--- config.mk ---
export PLATFORM = sky130hd
export DESIGN_NAME = spmp_port
export DESIGN_NICKNAME = d
export VERILOG_FILES = /design/src/spmp_pkg.sv /design/src/spmp_port.sv
export SDC_FILE = /design/constraint.sdc
export NUM_CORES = 1
export LEC_CHECK = 0
export BUFFER_PORTS_ARGS = -buffer_cell sky130_fd_sc_hd__buf_2
export CAP_MARGIN = 20
export CORE_ASPECT_RATIO = 1.2
export CORE_MARGIN = 5
export CORE_UTILIZATION = 30
export CTS_CLUSTER_DIAMETER = 50
export DETAILED_ROUTE_END_ITERATION = 16
export HOLD_SLACK_MARGIN = 0.1
export SLEW_MARGIN = 0
export SYNTH_ARGS = -nofsm -noshare
export SYNTH_HDL_FRONTEND = slang
export SYNTH_SLANG_ARGS = --single-unit
export TNS_END_PERCENT = 100
--- constraint.sdc ---
create_clock -name ref_clk_i -period 2.37 [get_ports ref_clk_i]
set_clock_uncertainty 0.15 [all_clocks]
set_input_delay 0.474 -clock ref_clk_i [delete_from_list [all_inputs] [get_ports ref_clk_i]]
set_output_delay 0.474 -clock ref_clk_i [all_outputs]
set_load 0.01 [all_outputs]
--- src/spmp_pkg.sv ---
package spmp_pkg;

    // ------------------------------------------------------------
    // Register byte addresses
    // ------------------------------------------------------------
    localparam logic [31:0] ADDR_STATUS  = 32'hffff_0a00;  // serial_port_status
    localparam logic [31:0] ADDR_RX      = 32'hffff_0a04;  // receive_holding
    localparam logic [31:0] ADDR_TX      = 32'hffff_0a08;  // transmit_holding
    localparam logic [31:0] ADDR_DIV     = 32'hffff_0a0c;  // bit_rate_divider
    localparam logic [31:0] ADDR_CTRL    = 32'hffff_0a10;  // port_control

    // ------------------------------------------------------------
    // Reset values
    // ------------------------------------------------------------
    localparam logic [7:0]  RST_BYTE     = 8'h00;
    localparam logic [7:0]  RST_DIV      = 8'h1b;
    localparam logic [15:0] RST_CTRL     = 16'h0000;

    // ------------------------------------------------------------
    // Status bit positions
    // ------------------------------------------------------------
    localparam int ST_TX_FULL  = 0;   // Transmit holding occupied
    localparam int ST_TX_IRQ   = 1;   // Transmit interrupt source
    localparam int ST_TX_UND   = 2;   // Transmit underflow
    localparam int ST_RX_FULL  = 3;   // Receive holding valid
    localparam int ST_RX_IRQ   = 4;   // Receive interrupt source
    localparam int ST_RX_OVF   = 5;   // Receive overflow

    // ------------------------------------------------------------
    // Control bit positions
    // ------------------------------------------------------------
    localparam int CT_ENABLE   = 0;   // Port enable
    localparam int CT_MASTER   = 1;   // Master mode
    localparam int CT_CPHA     = 2;   // Clock phase
    localparam int CT_CPOL     = 3;   // Clock idle polarity
    localparam int CT_LSB      = 5;   // Least significant bit first
    localparam int CT_TXMODE   = 6;   // Transfer/interrupt mode
    localparam int CT_UND_ZERO = 7;   // Underflow sends zero
    localparam int CT_OVR_WR   = 8;   // Overflow overwrites
    localparam int CT_CS_OFF   = 9;   // Chip select output disabled
    localparam int CT_MISO_OD  = 10;  // Data out open drain
    localparam int CT_LOOP     = 11;  // Loop back

    // ------------------------------------------------------------
    // Counts
    // ------------------------------------------------------------
    localparam logic [3:0]  LAST_EDGE    = 4'hf;  // 16 edges = 8 periods

    // Engine states
    typedef enum logic {
        SPMP_IDLE  = 1'b0,
        SPMP_SHIFT = 1'b1
    } spmp_state_t;

    // Register port request
    typedef struct packed {
        logic [31:0] addr;
        logic [31:0] wdata;
        logic        wr;
        logic        rd;
    } spmp_bus_t;

endpackage

--- src/spmp_port.sv ---
module spmp_port (
    // Clock and reset
    input  wire logic               ref_clk_i,
    input  wire logic               rst_n_i,
    // Register port
    input  wire spmp_pkg::spmp_bus_t bus_i,
    output logic [31:0]             rdata_o,
    // Interrupt
    output logic                    irq_o,
    // Serial clock pin
    input  wire logic               sclk_i,
    output logic                    sclk_o,
    output logic                    sclk_oe_o,
    // Master-in data pin
    input  wire logic               miso_i,
    output logic                    miso_o,
    output logic                    miso_oe_o,
    // Master-out data pin
    input  wire logic               mosi_i,
    output logic                    mosi_o,
    output logic                    mosi_oe_o,
    // Chip select pin
    input  wire logic               cs_n_i,
    output logic                    cs_n_o,
    output logic                    cs_n_oe_o
);
    import spmp_pkg::*;

    // ------------------------------------------------------------
    // Registers and state
    // ------------------------------------------------------------
    logic [15:0]  ctrl;          // port_control
    logic [7:0]   div;           // bit_rate_divider
    logic [7:0]   tx_hold;       // transmit_holding
    logic [7:0]   rx_hold;       // receive_holding
    logic [7:0]   stat;          // serial_port_status
    logic [7:0]   sh_tx;         // Transmit shift register
    logic [7:0]   sh_rx;         // Receive shift register
    logic [7:0]   half_cnt;      // Master half-period counter
    logic [3:0]   edge_cnt;      // Clock edges done in byte
    logic         sck_lvl;       // Master clock phase level
    logic         rd_pend;       // Read-started transfer pending
    spmp_state_t  state;         // Engine state
    // Synchronisers: stage one feeds stage two only
    logic         sclk_s1, sclk_s2, sclk_s3;
    logic         cs_s1, cs_s2;
    logic         miso_s1, miso_s2;
    logic         mosi_s1, mosi_s2;

    // ------------------------------------------------------------
    // Decode
    // ------------------------------------------------------------
    logic master, en, lsb, cpha, busy;
    logic wr_tx, rd_rx, lead, trail, load, done, tx_out, din;
    logic [7:0] next_rx;

    assign en     = ctrl[CT_ENABLE];
    assign master = ctrl[CT_MASTER];
    assign lsb    = ctrl[CT_LSB];
    assign cpha   = ctrl[CT_CPHA];
    assign busy   = (state == SPMP_SHIFT);
    assign wr_tx  = bus_i.wr && (bus_i.addr == ADDR_TX);
    assign rd_rx  = bus_i.rd && (bus_i.addr == ADDR_RX);

    // Edges: master from its own counter, slave from synced pin
    always_comb begin
        lead  = 1'b0;
        trail = 1'b0;
        if (busy && master) begin
            lead  = (half_cnt == div) && !sck_lvl;
            trail = (half_cnt == div) && sck_lvl;
        end else if (busy) begin
            // Polarity folded out so leading is always a rise
            lead  = ((sclk_s2 ^ ctrl[CT_CPOL]) && !(sclk_s3 ^ ctrl[CT_CPOL]));
            trail = (!(sclk_s2 ^ ctrl[CT_CPOL]) && (sclk_s3 ^ ctrl[CT_CPOL]));
        end
    end

    // Outgoing bit and incoming bit
    assign tx_out = lsb ? sh_tx[0] : sh_tx[7];
    assign din    = ctrl[CT_LOOP] ? tx_out : (master ? miso_s2 : mosi_s2);

    // Sample on leading edge for phase 0, trailing for phase 1
    logic smp;
    assign smp     = cpha ? trail : lead;
    assign next_rx = !smp ? sh_rx : (lsb ? {din, sh_rx[7:1]} : {sh_rx[6:0], din});
    assign done    = trail && (edge_cnt == LAST_EDGE);

    // Start conditions
    always_comb begin
        load = 1'b0;
        if (en && !busy && master) begin
            load = ctrl[CT_TXMODE] ? stat[ST_TX_FULL] : rd_pend;
        end else if (en && !master && !cs_s2) begin
            load = !busy || done;
        end
    end

    // ------------------------------------------------------------
    // Pin synchronisers
    // ------------------------------------------------------------
    // Pins from the far party are asynchronous to the core clock
    always_ff @(posedge ref_clk_i) begin
        if (!rst_n_i) begin
            sclk_s1 <= 1'b0;
            sclk_s2 <= 1'b0;
            sclk_s3 <= 1'b0;
            cs_s1   <= 1'b1;
            cs_s2   <= 1'b1;
            miso_s1 <= 1'b0;
            miso_s2 <= 1'b0;
            mosi_s1 <= 1'b0;
            mosi_s2 <= 1'b0;
        end else begin
            sclk_s1 <= sclk_i;
            sclk_s2 <= sclk_s1;
            sclk_s3 <= sclk_s2;
            cs_s1   <= cs_n_i;
            cs_s2   <= cs_s1;
            miso_s1 <= miso_i;
            miso_s2 <= miso_s1;
            mosi_s1 <= mosi_i;
            mosi_s2 <= mosi_s1;
        end
    end

    // ------------------------------------------------------------
    // Software registers
    // ------------------------------------------------------------
    // Control, divider and transmit holding writes
    always_ff @(posedge ref_clk_i) begin
        if (!rst_n_i) begin
            ctrl    <= RST_CTRL;
            div     <= RST_DIV;
            tx_hold <= RST_BYTE;
        end else if (bus_i.wr) begin
            if (bus_i.addr == ADDR_CTRL) begin
                ctrl <= bus_i.wdata[15:0] & 16'h1fef;  // Bits 4 and 13-15 stay 0; unnamed bit 12 is writable
            end
            if (bus_i.addr == ADDR_DIV) begin
                div <= bus_i.wdata[7:0];
            end
            if (wr_tx) begin
                tx_hold <= bus_i.wdata[7:0];
            end
        end
    end

    // Read data, one cycle after the strobe; unmapped reads zero
    always_ff @(posedge ref_clk_i) begin
        if (!rst_n_i) begin
            rdata_o <= 32'h0000_0000;
        end else if (bus_i.rd) begin
            unique case (bus_i.addr)
                ADDR_STATUS: rdata_o <= {24'h00_0000, stat};
                ADDR_RX:     rdata_o <= {24'h00_0000, rx_hold};
                ADDR_DIV:    rdata_o <= {24'h00_0000, div};
                ADDR_CTRL:   rdata_o <= {16'h0000, ctrl};
                default:     rdata_o <= 32'h0000_0000;  // Write-only or unmapped
            endcase
        end else begin
            rdata_o <= 32'h0000_0000;
        end
    end

    // Read of receive holding requests a master transfer
    always_ff @(posedge ref_clk_i) begin
        if (!rst_n_i) begin
            rd_pend <= 1'b0;
        end else if (rd_rx && master && !ctrl[CT_TXMODE]) begin
            rd_pend <= 1'b1;
        end else if (load || !master || ctrl[CT_TXMODE]) begin
            rd_pend <= 1'b0;
        end
    end

    // ------------------------------------------------------------
    // Shift engine
    // ------------------------------------------------------------
    // State: master stops after one byte; slave aborts on select release
    always_ff @(posedge ref_clk_i) begin
        if (!rst_n_i) begin
            state <= SPMP_IDLE;
        end else if (load) begin
            state <= SPMP_SHIFT;
        end else if (done || !en || (!master && cs_s2)) begin
            state <= SPMP_IDLE;
        end
    end

    // Master clock divider and phase level
    always_ff @(posedge ref_clk_i) begin
        if (!rst_n_i) begin
            half_cnt <= 8'h00;
            sck_lvl  <= 1'b0;
        end else if (!busy || load || !master) begin
            half_cnt <= 8'h00;
            sck_lvl  <= 1'b0;
        end else if (half_cnt == div) begin
            half_cnt <= 8'h00;
            sck_lvl  <= !sck_lvl;
        end else begin
            half_cnt <= half_cnt + 8'h01;
        end
    end

    // Edge counter within the byte
    always_ff @(posedge ref_clk_i) begin
        if (!rst_n_i) begin
            edge_cnt <= 4'h0;
        end else if (load || !busy) begin
            edge_cnt <= 4'h0;
        end else if (lead || trail) begin
            edge_cnt <= edge_cnt + 4'h1;
        end
    end

    // Transmit shift: phase 1 launches on leading edges past the first
    always_ff @(posedge ref_clk_i) begin
        if (!rst_n_i) begin
            sh_tx <= RST_BYTE;
        end else if (load) begin
            // Underflow sends zero or repeats the last byte
            sh_tx <= (!stat[ST_TX_FULL] && ctrl[CT_UND_ZERO]) ? 8'h00 : tx_hold;
        end else if ((cpha ? (lead && edge_cnt != 4'h0) : trail)) begin
            sh_tx <= lsb ? {1'b0, sh_tx[7:1]} : {sh_tx[6:0], 1'b0};
        end
    end

    // Receive shift
    always_ff @(posedge ref_clk_i) begin
        if (!rst_n_i) begin
            sh_rx <= RST_BYTE;
        end else if (load && !busy) begin
            sh_rx <= RST_BYTE;
        end else begin
            sh_rx <= next_rx;
        end
    end

    // ------------------------------------------------------------
    // Receive holding and status
    // ------------------------------------------------------------
    // New byte lands unless holding is full, not read this cycle, and overwrite is off
    always_ff @(posedge ref_clk_i) begin
        if (!rst_n_i) begin
            rx_hold <= RST_BYTE;
        end else if (done && (!stat[ST_RX_FULL] || rd_rx || ctrl[CT_OVR_WR])) begin
            rx_hold <= next_rx;
        end
    end

    // Status flags; a hardware set beats a same-cycle software clear, except the transmit interrupt source, cleared by the write
    always_ff @(posedge ref_clk_i) begin
        if (!rst_n_i) begin
            stat <= RST_BYTE;
        end else begin
            // Transmit holding occupancy
            if (wr_tx) begin
                stat[ST_TX_FULL] <= 1'b1;
            end else if (load) begin
                stat[ST_TX_FULL] <= 1'b0;
            end
            // Underflow: shift loaded from an empty holding
            if (load && !stat[ST_TX_FULL]) begin
                stat[ST_TX_UND] <= 1'b1;
            end else if (wr_tx) begin
                stat[ST_TX_UND] <= 1'b0;
            end
            // Transmit interrupt source
            if (wr_tx || (!en && !busy)) begin
                stat[ST_TX_IRQ] <= 1'b0;
            end else if (!stat[ST_TX_FULL] || stat[ST_TX_UND]) begin
                stat[ST_TX_IRQ] <= 1'b1;
            end
            // Receive full, overflow, interrupt
            if (done) begin
                stat[ST_RX_FULL] <= 1'b1;
                stat[ST_RX_IRQ]  <= 1'b1;
                if (stat[ST_RX_FULL] && !rd_rx) begin
                    stat[ST_RX_OVF] <= 1'b1;
                end else if (rd_rx) begin
                    stat[ST_RX_OVF] <= 1'b0;
                end
            end else if (rd_rx) begin
                stat[ST_RX_FULL] <= 1'b0;
                stat[ST_RX_OVF]  <= 1'b0;
                stat[ST_RX_IRQ]  <= 1'b0;
            end
        end
    end

    // ------------------------------------------------------------
    // Outputs
    // ------------------------------------------------------------
    // Only one source reaches the line, picked by transfer mode
    assign irq_o     = ctrl[CT_TXMODE] ? stat[ST_TX_IRQ] : stat[ST_RX_IRQ];
    assign sclk_o    = sck_lvl ^ ctrl[CT_CPOL];
    assign sclk_oe_o = master;
    assign mosi_o    = tx_out;
    assign mosi_oe_o = master;
    // Open drain mode only ever pulls low
    assign miso_o    = ctrl[CT_MISO_OD] ? 1'b0 : tx_out;
    assign miso_oe_o = !master && en && !cs_s2 && (!ctrl[CT_MISO_OD] || !tx_out);
    assign cs_n_o    = !busy;
    assign cs_n_oe_o = master && !ctrl[CT_CS_OFF];
endmodule // spmp_port

* Word level (Yosys, flattened, before mapping)
Index checks and enable logic that the tools add are counted.
Word-level totals: register bits after elaboration 114, input port bits 72
Operators by class: equal/unequal tests 7, $add $sub $neg 2, mux-type cells 33, bitwise operators 4, reductions and logical operators 69
Operators by type and width (number):
- equality test 32 bit, second input constant | 5
- case mux 13 bit (4 select lines) | 1
- two-way mux 8 bit | 6
- logical AND 1 bit | 24
- two-way mux 1 bit | 24
- zero test 1 bit | 14
- nonzero test 2 bit | 7
- logical OR 1 bit | 13
- AND reduction 2 bit | 5
- adder 8 x 1 -> 8 bit, second input constant | 1
- equality test 8 bit | 1
- OR reduction 2 bit | 4
- two-way mux 3 bit | 2
- adder 4 x 1 -> 4 bit, second input constant | 1
- equality test 4 bit, second input constant | 1
- nonzero test 4 bit | 1
- OR reduction 3 bit | 1
- XOR 1 bit | 3
- NOT 1 bit | 1

* Logic depth before layout (Yosys ltp)
word-level depth 13, gate-level depth with buffers 10, depth with buffers taken out 7

* Worst setup path before layout
OpenSTA, ideal clock, no wires.
path type input-to-reg, start point input port bus_i[39] (netlist bit), end point register div[0], arrival time 1.846 ns, data required time 2.088 ns, setup time 0.132 ns, cell stages on the path 7, setup slack 0.241 ns, path through or3_4 -> nor3b_4 -> and4_1 -> buf_4 -> nand2_1 -> nand2_1 -> nand3_1
Between the ends: word-level cells in the longest chain between the ends 2
Ends and longest elaborated chain:
- start, declared | line spmp_port.sv:6 | input wire spmp_pkg::spmp_bus_t bus_i,
- equality test 32 bit | line spmp_port.sv:140 | if (bus_i.addr == ADDR_DIV) begin
- AND reduction 2 bit (no source line)
- end signal, assigned | line spmp_port.sv:141 | div <= bus_i.wdata[7:0];
- end, declared | line spmp_port.sv:33 | logic [7:0] div;
No other way between the ends. A chain may end at the register's enable or synchronous reset.

* Worst setup path after layout
start point register div[7], end point register rx_hold[3]
Between the ends: word-level cells in the longest chain between the ends 5
Ends and longest elaborated chain:
- equality test 8 bit * | line spmp_port.sv:70, spmp_port.sv:71
- logical AND 1 bit (on tied branches) | line spmp_port.sv:70, spmp_port.sv:71
- two-way mux 1 bit | line spmp_port.sv:69 | if (busy && master) begin
- two-way mux 1 bit / logical AND 1 bit (equally long branches) | line spmp_port.sv:85, spmp_port.sv:87
- two-way mux 8 bit / logical AND 1 bit (equally long branches) | line spmp_port.sv:86, spmp_port.sv:248
- end signal, assigned | line spmp_port.sv:249 | rx_hold <= next_rx;
- end, declared | line spmp_port.sv:35 | logic [7:0] rx_hold;
Mark *: on every way between the ends. The rest lies on a longest branch, timed or not.

==> impl_metrics.py <==
metrics = {
    "status": {
        "status": "finished clean",
    },
    "placed_design": {
        "io_buffer_count": 74,
        "dpl_cell_area_mm2": 0.005104,
        "gp_congestion": 0.8499,
        "hpwl_um": 9351,
    },
    "yosys": {
        "synth_warnings": 0,
        "ys_ff_latch": 94,
        "avgSynthCellArea_um2": 9.366,
        "synth-seq-area-share": 0.4134,
        "synth_edf_count": 0,
        "synthDistinctLibCells": 64,
        "synth_top_flop_cell": "dfxtp_1",
        "syn_area_mm2": 0.004552,
        "async_flop_share": 0,
        "netlist_instances": 486,
    },
    "setup_path": {
        "slowest_stage": "nor4_4",
        "start_kind": "register",
        "crit_required_ps": 2490,
        "crit_family": "simple AND/OR/NAND/NOR gates",
        "critPathMaxStageDelay_ps": 420,
        "cp.buffers_inverters": 1,
        "critPathArrivalTime_ps": 2310,
        "cp-end-kind": "register",
        "reg2reg_setup_slack_ps": 170,
        "path_max_fanout": 10,
        "crit_type": "register to register",
        "crit_chain": "xor2_1 > nor4_4 > and4_4 > or2_1 > buf_4 > o211ai_1 > a21oi_1",
    },
    "job": {
        "drv.max_cap_violation_count": 0,
    },
    "cells_and_area": {
        "drive_gt1_frac": 0.2443,
        "syn_to_final_growth_pct": 18.39,
        "layout.nets": 639,
        "design_area_mm2": 0.005389,
    },
    "grt": {
        "antenna_found_initial": 0,
        "grt_max_degree": 40,
        "gr-total-overflow": 0,
        "grt_pass1_vias": 3955,
        "grt_usage": 0.1396,
        "grt_pass1_wl_um": 19780,
    },
    "worst_hold_path": {
        "holdCritPathClass": "primary input to register",
    },
    "sta": {
        "worst_pin_slew_ps": 590.7,
        "rsz0062_at_grt": "no",
        "slew_violations": 0,
        "finalSetupTns_ps": 0,
        "setup_viol": 0,
        "hold_violations": 0,
        "fin_crit_sh": 0.9267,
        "slew_headroom": 0.6056,
        "finalCriticalPeriod_ps": 2196,
        "fmax_mhz": 455.3,
    },
    "clock_tree": {
        "path_clk_slew_ps": 70,
        "cts_htree_levels": 3,
        "clock_path_buffers": 2,
        "cts_buffers": 9,
        "clockRootBuffer": "clkbuf_16",
        "tritoncts": "done",
        "clk_latency_ps": 340,
        "cts_setup_buffers": 0,
        "hold_buffers": 0,
        "cts_resized": 0,
        "clock-sinks": 94,
    },
    "route": {
        "drt-wirelength-per-cell_um": 15.59,
        "postRouteAntennaNets": 0,
        "via_per_inst": 4.789,
        "drc": 0,
        "firstDrtPassIters": 4,
        "route.vias.total": 3707,
        "drt_iter0_drc": 154,
        "routed_wl_um": 12060,
    },
    "floorplanning": {
        "start_util": 0.3043,
        "core_area_mm2": 0.01496,
        "die_w_um": 122.4,
        "die-height_um": 144.9,
        "num_rows": 49,
        "dieArea_mm2": 0.01775,
        "pin_count": 113,
    },
    "power_and_ir_drop": {
        "powerDensity_mw_per_mm2": 571.4,
        "ir_worst_vdd_uv": 284.7,
        "leakage_nw": 2.115,
    },
}
==> worst paths after layout <==
check,cells after the start,end,from
setup / recovery,7,rx_hold[3],div[7]
hold reg to reg,1,cs_s2,cs_s1
hold / removal,2,cs_s1,cs_n_i
setup reg to reg,7,rx_hold[3],div[7]
==> cells in the final DEF, fill, tap and decap left out, types with 2 or more instances in the layout <==
| cell | n |
|---|---|
| dfxtp_1 | 94 |
| buf_2 | 74 |
| nor2_1 | 53 |
| mux2i_1 | 43 |
| nand2_1 | 36 |
| nand3_1 | 21 |
| conb_1 | 19 |
| buf_4 | 19 |
| a21oi_1 | 17 |
| o21ai_0 | 15 |
| inv_1 | 14 |
| and2_1 | 14 |
| xor2_1 | 13 |
| clkbuf_16 | 9 |
| o2bb2ai_1 | 8 |
| o2111a_1 | 8 |
| a22oi_1 | 8 |
| mux2_2 | 7 |
| xnor2_1 | 7 |
| o211ai_1 | 7 |
| nor2b_1 | 6 |
| and4_1 | 5 |
| clkinvlp_4 | 5 |
| nand4_1 | 4 |
| nor3_1 | 4 |
| nand2b_1 | 4 |
| a21oi_2 | 4 |
| nor4_1 | 3 |
| nor3_2 | 3 |
| a31oi_1 | 3 |
| o211ai_2 | 3 |
| ha_1 | 3 |
| nor4b_1 | 2 |
| nand3b_1 | 2 |
| and3_1 | 2 |
| a22o_1 | 2 |
==> synth_stat cells, types with 4 or more instances <==
cell | n | area [um2]
a21oi_1 | 17 | 85.08
a21oi_2 | 4 | 35.03
a22oi_1 | 8 | 60.06
and2_1 | 14 | 87.58
and4_1 | 5 | 43.79
buf_2 | 4 | 20.02
buf_4 | 22 | 165.2
buf_6 | 4 | 45.04
clkbuf_1 | 12 | 45.04
dfxtp_1 | 94 | 1882
inv_1 | 14 | 52.55
mux2_2 | 7 | 78.83
mux2i_1 | 43 | 430.4
nand2_1 | 36 | 135.1
nand2b_1 | 4 | 25.02
nand3_1 | 21 | 105.1
nand4_1 | 4 | 25.02
nor2_1 | 53 | 198.9
nor2b_1 | 6 | 37.54
nor3_1 | 4 | 20.02
o2111a_1 | 8 | 90.09
o211ai_1 | 7 | 52.55
o21ai_0 | 15 | 75.07
o2bb2ai_1 | 8 | 70.07
xnor2_1 | 7 | 61.31
xor2_1 | 13 | 113.9
==> area by class of cell <==
type                    instances  area, um2
fillers                      1553       9570
multi-input cells             351       2381
flip-flops and latches         94       1882
repair buffers                 94      533.0
well taps                     204      255.2
clock buffers                   9      225.2
clock inverters                 7      57.56
inverters                      14      52.55
diodes                          1      2.502
==> layer usage <==
layer  GRT usage  wire (um)
met5           0          0
met2      0.2531       6399
met3     0.02997        390
met4     0.05490        343
met1      0.1564       4929
==> through the flow <==
stage               hold WS (ps)  worst slack [ps]  utilization  power (mW)  std cells
finish                     178.9             173.7       0.3602       3.079        774
global route               190.3             16.83       0.3601       3.194        773
CTS                        168.9             162.1       0.3601       3.114        773
detailed placement         243.6             4.619       0.3412       1.752        757
global placement           248.4             45.56       0.3412       1.751        757
floorplan                  236.3             241.3            -       1.703        504
==> where the power goes <==
group | total (mW) | switching (mW) | leakage, nW | internal [mW]
combinational | 0.129 | 0.0795 | 1.23 | 0.0490
clock | 1.36 | 0.641 | 0.122 | 0.722
sequential | 1.59 | 0.00304 | 0.759 | 1.59
total | 3.08 | 0.723 | 2.11 | 2.36
==> flip-flops by register name (all words and copies together), names as in the netlist, 4 cells and up <==
signal	flops
rdata_o	13
ctrl	12
div	8
half_cnt	8
rx_hold	8
sh_rx	8
sh_tx	8
tx_hold	8
stat	5
edge_cnt	4
==> kinds of logic (layout without fill, tap and decap cells) <==
| family | after synthesis | after routing | synth area share |
|---|---|---|---|
| xor gates and xnor gates | 21 | 21 | 0.04206 |
| and+or+nand+nor | 173 | 173 | 0.2009 |
| other | 1 | 20 | 0.0008238 |
| AOI/OAI and AO/OA | 85 | 85 | 0.1443 |
| DFF | 94 | 94 | 0.4134 |
| muxes | 50 | 50 | 0.1119 |
| buffers and inverters | 59 | 124 | 0.07834 |
| adders and majority gates | 3 | 3 | 0.008247 |
Power figures use the tool's default switching activity.
